## src/inc/jlps_pkg.sv

```systemverilog
// Package for the link parameter and status register bank.
// Assumes a 32-bit AHB-Lite register bus and a 10 MHz core clock.
package jlps_pkg;
  // Register indexes; byte address is four times the index
  localparam logic [11:0] IDX_DEVICE_ID = 12'h206;
  localparam logic [11:0] IDX_EOF_SEL = 12'h207;
  localparam logic [11:0] IDX_STATUS = 12'h208;
  localparam logic [11:0] IDX_CTRL = 12'h2F0;
  localparam logic [11:0] IDX_IRQ_MASK = 12'h2F1;
  localparam int IDX_LSB = 2;
  localparam int IDX_W = 12;
  // Reset values
  localparam logic [7:0] RST_DEVICE_ID = 8'h00;
  localparam logic [1:0] RST_EOF_SEL = 2'h0;
  // Status and control bit positions
  localparam int ST_LINK_UP = 6;
  localparam int ST_SYNC = 5;
  localparam int ST_REALIGN = 4;
  localparam int ST_PHASE_SET = 3;
  localparam int ST_SPLL = 2;
  localparam int ST_CPLL = 0;
  localparam int CTRL_ENABLE = 0;
  // End-of-frame selection codes and comma characters
  localparam logic [1:0] EOF_K28_7 = 2'h0;
  localparam logic [1:0] EOF_K28_1 = 2'h1;
  localparam logic [1:0] EOF_K28_5 = 2'h2;
  localparam logic [7:0] K28_7_CODE = 8'hFC;
  localparam logic [7:0] K28_1_CODE = 8'h3C;
  localparam logic [7:0] K28_5_CODE = 8'hBC;
  // Multiframe of the alignment sequence that carries the identifier
  localparam logic [1:0] ILA_DID_MF = 2'h1;
  // AHB transfer type bit that marks an active transfer
  localparam int HTRANS_ACTIVE = 1;
  localparam logic [31:0] RD_ZERO = 32'h0000_0000;
  // Timing
  localparam int CLK_PERIOD_NS = 100;
  localparam int SYNC_STAGES = 2;

  typedef struct packed {
    logic sync_n;
    logic spll_lock;
    logic cpll_lock;
  } jlps_live_t;

  typedef struct packed {
    logic [7:0] k_code;
    logic insert;
  } jlps_eof_t;

  typedef enum logic [0:0] {
    BUS_IDLE,
    BUS_RD_FETCH
  } jlps_bus_t;
endpackage

```

## src/logic/jlps_eof_sel.sv

```systemverilog
// Combinational end-of-frame comma selection and insertion gate.
// Assumes frame-end and permit strobes from the 8B/10B framer.
`timescale 1ns/10ps
`default_nettype none
module jlps_eof_sel
  import jlps_pkg::*;
(
  // Configuration
  input wire logic [1:0] select_i,
  input wire logic link_enable_i,
  input wire logic mode_64b66b_i,
  // Framer strobes
  input wire logic frame_end_i,
  input wire logic substitute_ok_i,
  // Result
  output jlps_eof_t eof_o
);
  logic [7:0] code_sel;

  // Reserved value falls back to the default comma
  assign code_sel = (select_i == EOF_K28_1) ? K28_1_CODE :
                    (select_i == EOF_K28_5) ? K28_5_CODE : K28_7_CODE;
  assign eof_o.k_code = code_sel;
  // Substitute only where allowed and only in 8B/10B modes
  assign eof_o.insert = link_enable_i & frame_end_i & substitute_ok_i & ~mode_64b66b_i;
endmodule
`default_nettype wire

```

## src/logic/jlps_regs.sv

```systemverilog
// Link parameter and status register bank with AHB-Lite slave.
// Assumes a single-slave bus, word transfers and same-clock link logic.
//
// Overview of operation
// - Identifier goes into second alignment multiframe
// - Selection 0,1,2 picks K28.7, K28.1, K28.5
// - Comma substituted opportunistically at permitted frame ends
// - Comma selection ignored in 64B/66B modes
// - Bit 6 shows link established
// - Bit 5 shows current SYNC~ level
// - Bit 4 sticky on SYSREF realignment, write one clears
// - Bit 3 set by first SYSREF after enable
// - Write one clears bit 3, zero keeps
// - Bit 2 shows serializer PLL lock
// - Bit 0 shows converter PLL lock
//
// The AHB-Lite slave port was chosen for this implementation.
`timescale 1ns/10ps
`default_nettype none
module jlps_regs
  import jlps_pkg::*;
#(
  parameter int ADDR_W = 32
) (
  // Clock and reset
  input wire logic core_clk_i,
  input wire logic resetn_i,
  // AHB-Lite slave
  input wire logic hsel_i,
  input wire logic [ADDR_W-1:0] haddr_i,
  input wire logic [1:0] htrans_i,
  input wire logic hwrite_i,
  input wire logic [2:0] hsize_i,
  input wire logic [31:0] hwdata_i,
  input wire logic hready_i,
  output logic hreadyout_o,
  output logic hresp_o,
  output logic [31:0] hrdata_o,
  // Live conditions from pins
  input wire logic sync_n_i,
  input wire logic serializer_pll_lock_i,
  input wire logic converter_pll_lock_i,
  // Same-clock link events
  input wire logic link_up_i,
  input wire logic sysref_evt_i,
  input wire logic sysref_realign_i,
  input wire logic mode_64b66b_i,
  // Framer side
  input wire logic frame_end_i,
  input wire logic substitute_ok_i,
  input wire logic [1:0] ila_multiframe_i,
  input wire logic ila_did_slot_i,
  output logic [7:0] ila_octet_o,
  output logic ila_octet_ins_o,
  output logic [7:0] eof_comma_o,
  output logic eof_insert_o,
  // Control and interrupt
  output logic serial_link_enable_o,
  output logic irq_o
);
  function automatic logic hits(input logic [ADDR_W-1:0] addr, input logic [11:0] idx);
    hits = (addr[IDX_LSB +: IDX_W] == idx) && (addr[IDX_LSB-1:0] == '0);
  endfunction

  function automatic logic [IDX_W-1:0] idx_of(input logic [ADDR_W-1:0] addr);
    idx_of = addr[IDX_LSB +: IDX_W];
  endfunction

  jlps_bus_t bus_r;
  jlps_bus_t bus_nxt;
  jlps_live_t live_s;
  jlps_eof_t eof_s;
  logic hready_r;
  logic [31:0] hrdata_r;
  logic wr_pend_r;
  logic [IDX_W-1:0] wr_idx_r;
  logic [IDX_W-1:0] rd_idx_r;
  logic [7:0] did_r;
  logic [1:0] eof_sel_r;
  logic enable_r;
  logic enable_d_r;
  logic [1:0] mask_r;
  logic link_up_r;
  logic realign_r;
  logic realign_nxt;
  logic phase_r;
  logic phase_nxt;
  logic armed_r;
  logic armed_nxt;
  logic irq_r;
  logic [7:0] ila_octet_r;
  logic ila_ins_r;
  logic [7:0] eof_code_r;
  logic eof_ins_r;
  logic accept;
  logic rd_accept;
  logic wr_accept;
  logic wr_did;
  logic wr_eof;
  logic wr_stat;
  logic wr_ctrl;
  logic wr_mask;
  logic en_rise;
  logic phase_evt;
  logic did_slot;
  logic [7:0] status_byte;
  logic [31:0] rd_word;

  // Live levels from pins pass two flops
  jlps_sync2 #(
    .WIDTH(3)
  ) u_sync (
    .core_clk_i(core_clk_i),
    .resetn_i(resetn_i),
    .async_i({sync_n_i, serializer_pll_lock_i, converter_pll_lock_i}),
    .sync_o(live_s)
  );

  jlps_eof_sel u_eof (
    .select_i(eof_sel_r),
    .link_enable_i(enable_r),
    .mode_64b66b_i(mode_64b66b_i),
    .frame_end_i(frame_end_i),
    .substitute_ok_i(substitute_ok_i),
    .eof_o(eof_s)
  );

  // Bus decode
  assign accept = hsel_i & htrans_i[HTRANS_ACTIVE] & hready_i & (bus_r == BUS_IDLE);
  assign rd_accept = accept & ~hwrite_i;
  assign wr_accept = accept & hwrite_i;
  assign wr_did = wr_pend_r & (wr_idx_r == IDX_DEVICE_ID);
  assign wr_eof = wr_pend_r & (wr_idx_r == IDX_EOF_SEL);
  assign wr_stat = wr_pend_r & (wr_idx_r == IDX_STATUS);
  assign wr_ctrl = wr_pend_r & (wr_idx_r == IDX_CTRL);
  assign wr_mask = wr_pend_r & (wr_idx_r == IDX_IRQ_MASK);

  // Sticky events; a set in the clearing cycle wins
  assign en_rise = enable_r & ~enable_d_r;
  assign phase_evt = sysref_evt_i & (armed_r | en_rise);
  assign armed_nxt = enable_r & ~phase_evt & (armed_r | en_rise);
  assign realign_nxt = sysref_realign_i | (realign_r & ~(wr_stat & hwdata_i[ST_REALIGN]));
  assign phase_nxt = phase_evt | (phase_r & ~(wr_stat & hwdata_i[ST_PHASE_SET]));
  assign did_slot = (ila_multiframe_i == ILA_DID_MF) & ila_did_slot_i;

  // Live bits have no storage, so status writes cannot touch them
  assign status_byte = {1'b0, link_up_r, live_s.sync_n, realign_r, phase_r,
                        live_s.spll_lock, 1'b0, live_s.cpll_lock};

  assign rd_word = (rd_idx_r == IDX_DEVICE_ID) ? {24'h000000, did_r} :
                   (rd_idx_r == IDX_EOF_SEL) ? {30'h00000000, eof_sel_r} :
                   (rd_idx_r == IDX_STATUS) ? {24'h000000, status_byte} :
                   (rd_idx_r == IDX_CTRL) ? {31'h00000000, enable_r} :
                   (rd_idx_r == IDX_IRQ_MASK) ?
                     {27'h0000000, mask_r, 3'h0} : RD_ZERO;

  always_comb begin
    bus_nxt = bus_r;
    case (bus_r)
      BUS_IDLE: begin
        if (rd_accept && hits(haddr_i, idx_of(haddr_i))) begin
          bus_nxt = BUS_RD_FETCH;
        end
      end
      BUS_RD_FETCH: bus_nxt = BUS_IDLE;
      default: bus_nxt = BUS_IDLE;
    endcase
  end

  // Bus slave: writes zero wait, reads one wait
  always_ff @(posedge core_clk_i) begin
    if (!resetn_i) begin
      bus_r <= BUS_IDLE;
      hready_r <= 1'b1;
      hrdata_r <= RD_ZERO;
      wr_pend_r <= 1'b0;
      wr_idx_r <= '0;
      rd_idx_r <= '0;
    end else begin
      bus_r <= bus_nxt;
      hready_r <= (bus_nxt == BUS_IDLE);
      wr_pend_r <= wr_accept & hits(haddr_i, idx_of(haddr_i));
      if (accept) begin
        wr_idx_r <= idx_of(haddr_i);
        rd_idx_r <= idx_of(haddr_i);
      end
      if (bus_r == BUS_RD_FETCH) begin
        hrdata_r <= rd_word;
      end
    end
  end

  // Software registers
  always_ff @(posedge core_clk_i) begin
    if (!resetn_i) begin
      did_r <= RST_DEVICE_ID;
      eof_sel_r <= RST_EOF_SEL;
      enable_r <= 1'b0;
      mask_r <= 2'h0;
    end else begin
      if (wr_did) begin
        did_r <= hwdata_i[7:0];
      end
      if (wr_eof) begin
        eof_sel_r <= hwdata_i[1:0];
      end
      if (wr_ctrl) begin
        enable_r <= hwdata_i[CTRL_ENABLE];
      end
      if (wr_mask) begin
        mask_r <= hwdata_i[ST_REALIGN:ST_PHASE_SET];
      end
    end
  end

  // Status and interrupt
  always_ff @(posedge core_clk_i) begin
    if (!resetn_i) begin
      enable_d_r <= 1'b0;
      link_up_r <= 1'b0;
      realign_r <= 1'b0;
      phase_r <= 1'b0;
      armed_r <= 1'b0;
      irq_r <= 1'b0;
    end else begin
      enable_d_r <= enable_r;
      link_up_r <= link_up_i;
      realign_r <= realign_nxt;
      phase_r <= phase_nxt;
      armed_r <= armed_nxt;
      irq_r <= |({realign_nxt, phase_nxt} & mask_r);
    end
  end

  // Link-side outputs
  always_ff @(posedge core_clk_i) begin
    if (!resetn_i) begin
      ila_octet_r <= 8'h00;
      ila_ins_r <= 1'b0;
      eof_code_r <= K28_7_CODE;
      eof_ins_r <= 1'b0;
    end else begin
      ila_ins_r <= did_slot;
      ila_octet_r <= did_slot ? did_r : 8'h00;
      eof_code_r <= eof_s.k_code;
      eof_ins_r <= eof_s.insert;
    end
  end

  assign hreadyout_o = hready_r;
  assign hresp_o = 1'b0;
  assign hrdata_o = hrdata_r;
  assign ila_octet_o = ila_octet_r;
  assign ila_octet_ins_o = ila_ins_r;
  assign eof_comma_o = eof_code_r;
  assign eof_insert_o = eof_ins_r;
  assign serial_link_enable_o = enable_r;
  assign irq_o = irq_r;

  chk_did_ila: assert property (@(posedge core_clk_i) disable iff (!resetn_i)
    did_slot |=> (ila_octet_ins_o && ila_octet_o == $past(did_r)))
    else $error("identifier not placed in alignment octet");

  chk_eof_code: assert property (@(posedge core_clk_i) disable iff (!resetn_i)
    (eof_sel_r == EOF_K28_1) |=> (eof_comma_o == K28_1_CODE) || $changed(eof_sel_r))
    else $error("wrong end-of-frame comma");

  chk_eof_gate: assert property (@(posedge core_clk_i) disable iff (!resetn_i)
    eof_insert_o |-> $past(frame_end_i && substitute_ok_i && enable_r))
    else $error("comma inserted without a permitted frame end");

  chk_eof_64b: assert property (@(posedge core_clk_i) disable iff (!resetn_i)
    mode_64b66b_i |=> !eof_insert_o)
    else $error("comma inserted in 64B/66B mode");

  chk_link_up: assert property (@(posedge core_clk_i) disable iff (!resetn_i)
    ##1 status_byte[ST_LINK_UP] == $past(link_up_i))
    else $error("link-up bit does not follow link");

  chk_sync_level: assert property (@(posedge core_clk_i) disable iff (!resetn_i)
    ##2 status_byte[ST_SYNC] == $past(sync_n_i, 2))
    else $error("SYNC bit does not follow pin");

  chk_realign_hold: assert property (@(posedge core_clk_i) disable iff (!resetn_i)
    (realign_r && !(wr_stat && hwdata_i[ST_REALIGN])) |=> realign_r)
    else $error("realign flag lost without clear");

  chk_phase_first: assert property (@(posedge core_clk_i) disable iff (!resetn_i)
    (sysref_evt_i && armed_r) |=> (phase_r && !armed_r))
    else $error("first SYSREF did not set phase flag");

  chk_phase_clear: assert property (@(posedge core_clk_i) disable iff (!resetn_i)
    (wr_stat && !phase_evt) |=> (phase_r == ($past(phase_r) && !$past(hwdata_i[ST_PHASE_SET]))))
    else $error("phase flag clear misbehaves");

  chk_pll_lock: assert property (@(posedge core_clk_i) disable iff (!resetn_i)
    ##2 (status_byte[ST_SPLL] == $past(serializer_pll_lock_i, 2))
      && (status_byte[ST_CPLL] == $past(converter_pll_lock_i, 2)))
    else $error("PLL lock bits do not follow pins");

  chk_irq_level: assert property (@(posedge core_clk_i) disable iff (!resetn_i)
    ##1 irq_o == |({realign_r, phase_r} & $past(mask_r)))
    else $error("interrupt level mismatch");

  chk_read_wait: assert property (@(posedge core_clk_i) disable iff (!resetn_i)
    (rd_accept && hits(haddr_i, idx_of(haddr_i))) |=> !hreadyout_o ##1 hreadyout_o)
    else $error("read wait state wrong");

  chk_write_nowait: assert property (@(posedge core_clk_i) disable iff (!resetn_i)
    wr_accept |=> hreadyout_o)
    else $error("write inserted a wait state");

  chk_eof_default: assert property (@(posedge core_clk_i) disable iff (!resetn_i)
    (eof_sel_r == EOF_K28_7) |=> (eof_comma_o == K28_7_CODE) || $changed(eof_sel_r))
    else $error("end-of-frame comma not the default");

  chk_eof_k285: assert property (@(posedge core_clk_i) disable iff (!resetn_i)
    (eof_sel_r == EOF_K28_5) |=> (eof_comma_o == K28_5_CODE) || $changed(eof_sel_r))
    else $error("end-of-frame comma not the third choice");

  chk_ila_idle: assert property (@(posedge core_clk_i) disable iff (!resetn_i)
    !did_slot |=> !ila_octet_ins_o)
    else $error("identifier octet outside its slot");

  chk_realign_set: assert property (@(posedge core_clk_i) disable iff (!resetn_i)
    sysref_realign_i |=> realign_r)
    else $error("realign event not captured");

  chk_realign_clear: assert property (@(posedge core_clk_i) disable iff (!resetn_i)
    (wr_stat && hwdata_i[ST_REALIGN] && !sysref_realign_i) |=> !realign_r)
    else $error("realign flag not cleared by write");

  chk_phase_hold: assert property (@(posedge core_clk_i) disable iff (!resetn_i)
    (phase_r && !(wr_stat && hwdata_i[ST_PHASE_SET])) |=> phase_r)
    else $error("phase flag lost without clear");

  chk_phase_disarm: assert property (@(posedge core_clk_i) disable iff (!resetn_i)
    !enable_r |=> !armed_r)
    else $error("phase capture armed while link disabled");

  cov_did_write: cover property (@(posedge core_clk_i) disable iff (!resetn_i) wr_did);
  cov_phase_set: cover property (@(posedge core_clk_i) disable iff (!resetn_i)
    phase_evt ##[1:20] wr_stat);
  cov_eof_ins: cover property (@(posedge core_clk_i) disable iff (!resetn_i) eof_insert_o);
  cov_irq: cover property (@(posedge core_clk_i) disable iff (!resetn_i) $rose(irq_o));
  cov_realign_set: cover property (@(posedge core_clk_i) disable iff (!resetn_i)
    $rose(realign_r));
endmodule
`default_nettype wire

```

## src/logic/jlps_sync2.sv

```systemverilog
// Two-flop synchroniser for levels from outside the core clock.
// Assumes slowly changing levels; no pulse capture.
`timescale 1ns/10ps
`default_nettype none
module jlps_sync2 #(
  parameter int WIDTH = 1
) (
  // Clock and reset
  input wire logic core_clk_i,
  input wire logic resetn_i,
  // Levels
  input wire logic [WIDTH-1:0] async_i,
  output logic [WIDTH-1:0] sync_o
);
  logic [WIDTH-1:0] meta_r;
  logic [WIDTH-1:0] sync_r;

  always_ff @(posedge core_clk_i) begin
    if (!resetn_i) begin
      meta_r <= '0;
      sync_r <= '0;
    end else begin
      meta_r <= async_i;
      sync_r <= meta_r;
    end
  end

  assign sync_o = sync_r;
endmodule
`default_nettype wire
```

## config.mk

```make
export PLATFORM = sky130hd
export DESIGN_NAME = jlps_regs
export DESIGN_NICKNAME = d
export VERILOG_FILES = /design/src/inc/jlps_pkg.sv /design/src/logic/jlps_eof_sel.sv /design/src/logic/jlps_regs.sv /design/src/logic/jlps_sync2.sv
export SDC_FILE = /design/constraint.sdc
export NUM_CORES = 1
export LEC_CHECK = 0
export BUFFER_PORTS_ARGS = -buffer_cell sky130_fd_sc_hd__buf_2
export CAP_MARGIN = 20
export CELL_PAD_IN_SITES_DETAIL_PLACEMENT = 1
export CELL_PAD_IN_SITES_GLOBAL_PLACEMENT = 2
export CORE_MARGIN = 1.5
export CORE_UTILIZATION = 25
export DETAILED_ROUTE_END_ITERATION = 8
export HOLD_SLACK_MARGIN = 0.03
export PLACE_DENSITY = 0.88
export SLEW_MARGIN = 40
export SYNTH_ARGS = -nofsm -noshare
export SYNTH_HDL_FRONTEND = slang
export SYNTH_HIERARCHICAL = 1
export SYNTH_SLANG_ARGS = --single-unit
```

## constraint.sdc

```tcl
create_clock -name core_clk_i -period 1.8 [get_ports core_clk_i]
set_input_delay 0.36 -clock core_clk_i [delete_from_list [all_inputs] [get_ports core_clk_i]]
set_output_delay 0.36 -clock core_clk_i [all_outputs]
set_load 0.01 [all_outputs]
```

# [Word level (Yosys, flattened, before mapping)]
# Index checks and enable logic that the tools add are counted.
[op_classes] n_mux=9 bitwise_logic=36 n_eq_ne=8 reduce_logical=5
[op_table] operator="12-bit by 10-bit equality test with 1-bit output (second input constant)" n=5
[op_table] operator="1-bit AND" n=23
[op_table] operator="7-bit 2-to-1 mux" n=3
[op_table] operator="8-bit 2-to-1 mux" n=2
[op_table] operator="5-bit 2-to-1 mux" n=2
[op_table] operator="1-bit NOT" n=9
[op_table] operator="2-bit by 1-bit equality test with 1-bit output (second input constant)" n=2
[op_table] operator="2-bit OR reduction" n=2
[op_table] operator="1-bit OR" n=3
[op_table] operator="2-bit AND" n=1
[op_table] operator="2-bit equality test (second input constant)" n=1
[op_table] operator="2-bit logical NOT" n=1
[op_table] operator="1-bit case mux with 2 select lines" n=1
[op_table] operator="2-bit AND reduction" n=1
[op_table] operator="1-bit logical AND" n=1
[op_table] operator="1-bit 2-to-1 mux" n=1
[totals] output_inout_bits=54 reg_bits=90 wordCells=80

# [Depth between registers and ports, before layout]
# Gate-level depths: netlist of the first run.
[logic_depth] depth_word=8 mapped_depth=6 ltp_nobuf=4

# [Modules after synthesis]
# The synthesis of the first run kept the hierarchy.
[modules_own_cells] module="jlps_regs" area_each_um2=2482.4 cells_each=266 seq_area_each_um2=1201.2 n_inst=1
[modules_own_cells] module="jlps_sync2" area_each_um2=157.7 cells_each=12 seq_area_each_um2=120.1 n_inst=1
[modules_own_cells] module="jlps_eof_sel" area_each_um2=82.6 cells_each=12 seq_area_each_um2=0.0 n_inst=1

# [Least setup slack after synthesis of the first run]
# OpenSTA, ideal clock, no wires.
[synth_timing] path_type="register -> register" start="register, netlist name rd_idx_r[8]" end="register eof_sel_r[0]" path_stages_with_launch=6 path_slack_ns=0.155 n_path_buf=1 arrival_ns=1.529 path_cell_list="dfxtp_1 > or4b_4 > buf_6 > nor4_4 > mux2i_1 > nor2b_1"
[synth_rtl] element="to (signal assigned)" line_no="jlps_regs.sv:205" text="eof_sel_r <= hwdata_i[1:0];"
[synth_rtl] element="to (decl)" line_no="jlps_regs.sv:79" text="logic [1:0] eof_sel_r;"

# [Final worst setup path of the first run]
[layout_timing] start="register rd_idx_r[8]" end="register hrdata_r[4] (netlist: hrdata_o[4])"
[layout_via] elab_chain_cells=6 elab_cells_between_ends=10 cone_classes="5 x eq/ne; 5 x mux"
[layout_rtl] element="from (decl)" line_no="jlps_regs.sv:77" text="logic [IDX_W-1:0] rd_idx_r;"
[layout_rtl] element="from (signal assigned)" line_no="jlps_regs.sv:185" text="rd_idx_r <= idx_of(haddr_i);"
[layout_rtl] element="12-bit by 10-bit equality test with 1-bit output" line_no="jlps_regs.sv:154" text="(rd_idx_r == IDX_IRQ_MASK) ?"
[layout_rtl] element="5-bit 2-to-1 mux" line_no="jlps_regs.sv:154"
[layout_rtl] element="5-bit 2-to-1 mux" line_no="jlps_regs.sv:153" text="(rd_idx_r == IDX_CTRL) ? {31'h00000000, enable_r} :"
[layout_rtl] element="7-bit 2-to-1 mux" line_no="jlps_regs.sv:152" text="(rd_idx_r == IDX_STATUS) ? {24'h000000, status_byte} :"
[layout_rtl] element="7-bit 2-to-1 mux" line_no="jlps_regs.sv:151" text="(rd_idx_r == IDX_EOF_SEL) ? {30'h00000000, eof_sel_r} :"
[layout_rtl] element="8-bit 2-to-1 mux *" line_no="jlps_regs.sv:150" text="assign rd_word = (rd_idx_r == IDX_DEVICE_ID) ? {24'h000000, did_r} :"
[layout_rtl] element="to (signal assigned)" line_no="jlps_regs.sv:188" text="hrdata_r <= rd_word;"
[layout_rtl] element="to (decl)" line_no="jlps_regs.sv:74" text="logic [31:0] hrdata_r;"
# Every way passes the cells marked *; elsewhere a longest branch is shown, timed or not.
# A chain may end at the register's enable or synchronous reset.

==> metrics, run 1 <==
Period minus WS final=1.70 ns; top cell type's share of synthesized area=between 40 and 50%; TritonCTS buffer count=9; clk sinks=66; Post-DP HPWL=5.01 mm; largest buffer count on any clock path=2; Syn Std Cell Area=approximately 2700 sq um; met2 wire length=between 3 and 4 mm; pin count of the biggest net entering global routing=20; Finish-stage setup viols=0; worst min-delay path class=primary input to flip-flop; DR vias/cell=4.26; CP Data Required Time=just over 2 ns; Worst VDD drop=0.625 mV; Synth area leaders=dfxtp_1, buf_4, nand2_1, and2_1, a21boi_0; layout cell share with drive strength beyond 1=28.2%; drt wl/cell=12.6 um; die area=around 12000 sq um; Die Y=approximately 110 um; PwrDens=~940 nW/um^2; Data arrival, critical path=between 1.5 and 2 ns; DRT met1 WL=roughly 2.8 mm; Max-Cap Viols=0; CTS tree=built; P&R area growth vs syn=24.5%; P_leak=roughly 1.5 nW; IO buf count=slightly below 70; I/O Pins=140; antenna viol nets, final=0; setup TNS=0 ns; Total Routing Usage GR=approximately an eighth; DRC viols=0; Pre-antenna DRT Iters=4; Critical Path Start Type=flip-flop; 1st-iter DRT viols=48; GPL Wtd Cong=a little under 0.8; max layer used=met4; Synth async-reset ratio=0%; antenna violations before repair=0; Crit Path Class=flip-flop to flip-flop; Final nets=between 400 and 500; unrepaired setup endpoints after global routing=false; Final Cycle Share=94.6%; final WL=6.38 mm; max-slew violations=0; CP Capture Type=flip-flop; Fmax achieved=about 590 MHz; Reg2Reg Depth=4; Ys Warns=6; Post-CTS Setup Inserts=0; CTS Hold Bufs=0; hold depth=2; number of flops mapped to enable cells by yosys=0; final hold violation count=0; clk root buf=clkbuf_8; clock latency on the worst-skew pair=about 0.34 ns; first-pass GRT wire length=10.6 mm; Post-synth top flop=dfxtp_1; Mean Syn Cell Area=9.39 sq um; post-synth cell types=between 40 and 50; vias in the first global route=2147; cell area after layout=3390 sq um; Reg clk slew, reported paths=about 0.070 ns; Starting Density=26.0%; Syn Inst Count=290; total gr overflow=0; row count=37; post-synthesis register bit count=between 60 and 70; post-cts resize count=0; register area share after synthesis=slightly below 50%; total core area=10500 sq um; Synth area leader=dfxtp_1; via count=between 2000 and 2500; Die Width=~110 um; placed inst area=around 3100 sq um; skew final=around 0.011 ns; highest fanout seen on the critical path=6; outcome=complete, no violations; # diodes=0; H-tree Lvls=3; WL met3=391 um
[cells in the mapped netlist, types with 2 or more instances]
master	instances
and4b_1	3
a21boi_0	13
mux2i_1	5
buf_4	31
conb_1	3
dfxtp_1	66
a22oi_1	2
a32oi_1	3
and2_1	21
or4bb_1	2
nand3b_1	2
nand2b_1	8
clkbuf_1	12
nand2_1	40
nor3_1	3
mux2_2	2
nor2_1	5
o21ai_0	15
a32o_1	3
a21oi_1	4
nand4b_1	2
nor4_1	2
inv_1	6
nor2b_1	4
nand3_1	10
nand4_1	4
[layout make-up]
type,count,area (sq um)
fill,1268,7070
multi-input combinational,201,1200
inverter,6,22.5
sequential,66,1320
clock inverter,6,115
timing repair buffer,80,430
tap,136,170
clock buffer,10,128
[placed cells by master, fill, tap and decap left out, types with 2 or more instances in the layout]
cell and n:
buf_2 68, nand4b_1 2, clkbuf_8 9, nand4_1 4, a32o_1 3, mux2_2 2
nor4_4 2, nor3_1 2, buf_4 12, and4b_1 3, o21ai_0 15, nor2_1 5
bufinv_16 3, or4bb_1 2, nor4_1 2, a32oi_1 3, a21oi_1 4, nand2b_1 8
clkinv_4 2, mux2i_1 5, conb_1 31, a21boi_0 13, nand3b_1 2, dfxtp_1 66
nand3_1 10, nor2b_1 4, a22oi_1 2, and2_1 21, inv_1 6, nand2_1 40
[path summary, 6_finish.rpt]
kind | from | end | slack (ns)
hold reg to reg | u_sync/meta_r[0] | u_sync/sync_o[0] | 0.44
hold / removal | sysref_evt_i | armed_r | 0.21
setup reg to reg | rd_idx_r[8] | hrdata_o[4] | 0.1
setup / recovery | rd_idx_r[8] | hrdata_o[4] | 0.1
[metal layers]
layer,up-vias,global-route usage [%]
li1,1074,-
met1,1003,14.1
met2,69,20.3
met3,6,4.42
met4,0,3.67
met5,-,0
[worst max-delay path: stages, from the launching register on]
cell and delay, ns:
dfxtp_1 0.33, or4b_4 0.63, nor4_1 0.45, a22oi_1 0.13, o21ai_0 0.09
[stage by stage]
stage	setup WS, ns	cells	utilization, %	power (W)	hold WS [ns]
after CTS	0.0650	505	32.3	0.00323	0.198
final	0.0980	505	32.4	0.00318	0.208
after floorplan	0.155	318	-	0.00169	0.412
after global placement	0.124	489	30.0	0.00172	0.418
after detailed placement	0.0654	489	30.0	0.00173	0.428
after global routing	0.00108	505	32.4	0.00333	0.207
[flip-flops by register name (all words and copies together) (netlist names), 2 cells and up]
| signal | count |
|---|---|
| u_sync/meta_r | 3 |
| u_sync/sync_o | 3 |
| mask_r | 2 |
| hrdata_o | 8 |
| rd_idx_r | 12 |
| did_r | 8 |
| ila_octet_o | 8 |
| eof_comma_o | 8 |
| eof_sel_r | 2 |
[power by group]
group          internal, W  switching (W)  total, W
combinational    0.0000816       0.000108  0.000190
sequential         0.00149      0.0000152   0.00150
clock             0.000925       0.000567   0.00149
[cells by family after synthesis]
| family | share of synthesized area, % |
|---|---|
| compound gates | 11.4 |
| fa+ha+maj | 0.459 |
| buf+inv | 11.6 |
| flops | 48.5 |
| mux | 2.67 |
| other cells | 0.414 |
| simple gates | 24.9 |
No activity file was read; power rests on OpenSTA's default activity.
==> run 2: changes to the inputs <==
Settings changed: GPL_TIMING_DRIVEN from default to 0.
==> run 2 against run 1 <==
Net effect:
- combinational power is 28% higher
- maximum frequency decreased by 2.9%
- global-route usage is 0.97 points higher
- clock power rose by 11%
- sequential share of layout area shrank 2.8 points
- via count grew 5.3%
- cell count grew 6.9%
- cell area increased by 7.8%
- count of clock-buffer cells in the layout is the same
- critical path type unchanged
- largest cell class unchanged
==> metrics, run 2 (synthesis results as in run 1) <==
hold depth=2 (unchanged); max reg flops=12 (unchanged); vias in the first global route=2288 (+6.6%); GPL Wtd Cong=0.799 (+1.8%); Worst-Margin Slew=~0.59 ns; max-slew violations=0 (unchanged); largest buffer count on any clock path=2 (unchanged); CP Capture Type=flip-flop; DRC viols=0 (unchanged); clk sinks=66 (unchanged); slowest stage cell, crit path=or4b_4; most common cell after layout, fill and taps aside=buf_2; Hold Startpoint=sysref_evt_i; layout cell share with drive strength beyond 1=32.2% (+4.0 points); total gr overflow=0 (unchanged); clock latency on the worst-skew pair=0.35 ns (about the same); Max-slew headroom=60.7%; Fmax achieved=571 MHz (-2.9%); hold endpoint=armed_r; Hold WS=0.185 ns (-0.0233 ns); final hold violation count=0 (unchanged); antenna violations before repair=0 (unchanged); Reg clk slew, reported paths=0.08 ns (about the same); Inst Count DP=522 (+6.7%); Die Width=107 um (unchanged); CP bufs+invs=1 (+1); Critical Path Start Type=flip-flop; CP Data Required Time=2.04 ns (-0.03 ns); # diodes=0 (unchanged); most frequent cells in the layout=buf_2, dfxtp_1, nand2_1, buf_4, conb_1; Reg-to-Reg Start=rd_idx_r[8]; TritonCTS buffer count=9 (unchanged); worst min-delay path class=primary input to flip-flop; Final Cycle Share=97.3% (+2.8 points); pin count of the biggest net entering global routing=13 (-35%); Biggest register=rd_idx_r; first-pass GRT wire length=11.3 mm (+6.7%); Post-DP HPWL=5.40 mm (+7.7%); CTS tree=built; clk root buf=clkbuf_8; skew final=0.00919 ns (-0.00188 ns); I/O Pins=140 (unchanged); row count=37 (unchanged); Data arrival, critical path=2.00 ns (+0.03 ns); die area=11500 sq um (unchanged); IO buf count=68 (unchanged); H-tree Lvls=3 (unchanged); 1st-iter DRT viols=84 (+75%); CP max stage delay=0.54 ns (-0.09 ns); Starting Density=26.0% (unchanged); P&R area growth vs syn=34.3%; Total Routing Usage GR=13.0% (+0.97 points); unrepaired setup endpoints after global routing=true; crit-path leading delay family=simple AND/OR/NAND/NOR gates; P_leak=1.60 nW (+9.8%); DR vias/cell=4.20 (-1.5%); Finish-stage setup viols=0 (unchanged); via count=2266 (+5.3%); CTS Hold Bufs=0 (unchanged); Pre-antenna DRT Iters=4 (unchanged); Crit Path Class=flip-flop to flip-flop; Reg2Reg Depth=5 (+1); CP Cell Sequence=or4b_4 > buf_6 > nor4_4 > mux2i_1 > nor2b_1; highest fanout seen on the critical path=6 (unchanged); reg2reg end=eof_sel_r[1]; Period minus WS final=1.75 ns (+0.0500 ns); Max-Cap Viols=0 (unchanged); Die Y=107 um (unchanged); drt wl/cell=13.2 um (+4.1%); total core area=10500 sq um (unchanged); antenna viol nets, final=0 (unchanged); Final nets=486 (+7.8%); non-filler cells, final=540 (+6.9%); PwrDens=932 nW/um^2 (-0.67%); final WL=7.10 mm (+11%); Worst VDD drop=0.378 mV (-40%); outcome=complete, no violations; flop-to-flop setup slack=0.05 ns (-0.05 ns)
run 2: stage by stage:
stage	total power [W]	TNS, ns	cell area (sq um)	setup slack [ns]	util [%]
2_1_floorplan	0.00169	0	2830	0.155	-
5_1_grt	0.00354	-0.0237	3660	-0.0134	34.9
3_5_place_dp	0.00177	-2.35	3340	-0.314	31.9
6_report	0.00341	0	3660	0.0480	34.9
3_3_place_gp	0.00177	-1.31	3340	-0.210	31.9
4_1_cts	0.00343	0	3630	0.0396	34.7
run 2: repair_timing:
item	4_1_cts	5_1_grt
endpoints found under the hold margin	0	0
gates resized for setup	3	3
setup buffers	1	1
setup endpoints to repair	10	5
cloned	0	0
pin swaps	1	0
run 2: worst max path at each step:
| stage | startpoint | endpoint | depth (start not counted) |
|---|---|---|---|
| after floorplan | rd_idx_r[8] | eof_sel_r[0] | 5 |
| after global placement | rd_idx_r[8] | did_r[5] | 5 |
| after detailed placement | rd_idx_r[8] | did_r[6] | 5 |
| after CTS | rd_idx_r[0] | irq_o | 5 |
| after global routing | rd_idx_r[2] | did_r[6] | 5 |
| final | rd_idx_r[8] | eof_sel_r[1] | 5 |
run 2: per-layer routing:
layer  vias to the layer above  track usage, %  part of all wire, %  routed length (um)
li1                       1143               -                    -                   -
met1                      1035            15.1                   44                3110
met2                        80            22.5                   49                3460
met3                         8            3.69                  6.0                 428
met4                         0            4.79                  1.5                 106
met5                         -               0                    0                   0
run 2: area by class of cell:
cell class / instances / area, sq um
clock inverters: 6 / 138
multi-input cells: 201 / 1230
well taps: 136 / 170
clock buffers: 10 / 128
plain buffers: 45 / 294
inverters: 6 / 22.5
fillers: 1268 / 6810
flip-flops and latches: 66 / 1320
repair buffers: 70 / 355
run 2: power by group:
part | internal [W] | total [W] | switching, W
Clock | 0.00107 | 0.00166 | 0.000593
Sequential | 0.00149 | 0.00150 | 0.0000175
Combinational | 0.000121 | 0.000243 | 0.000122
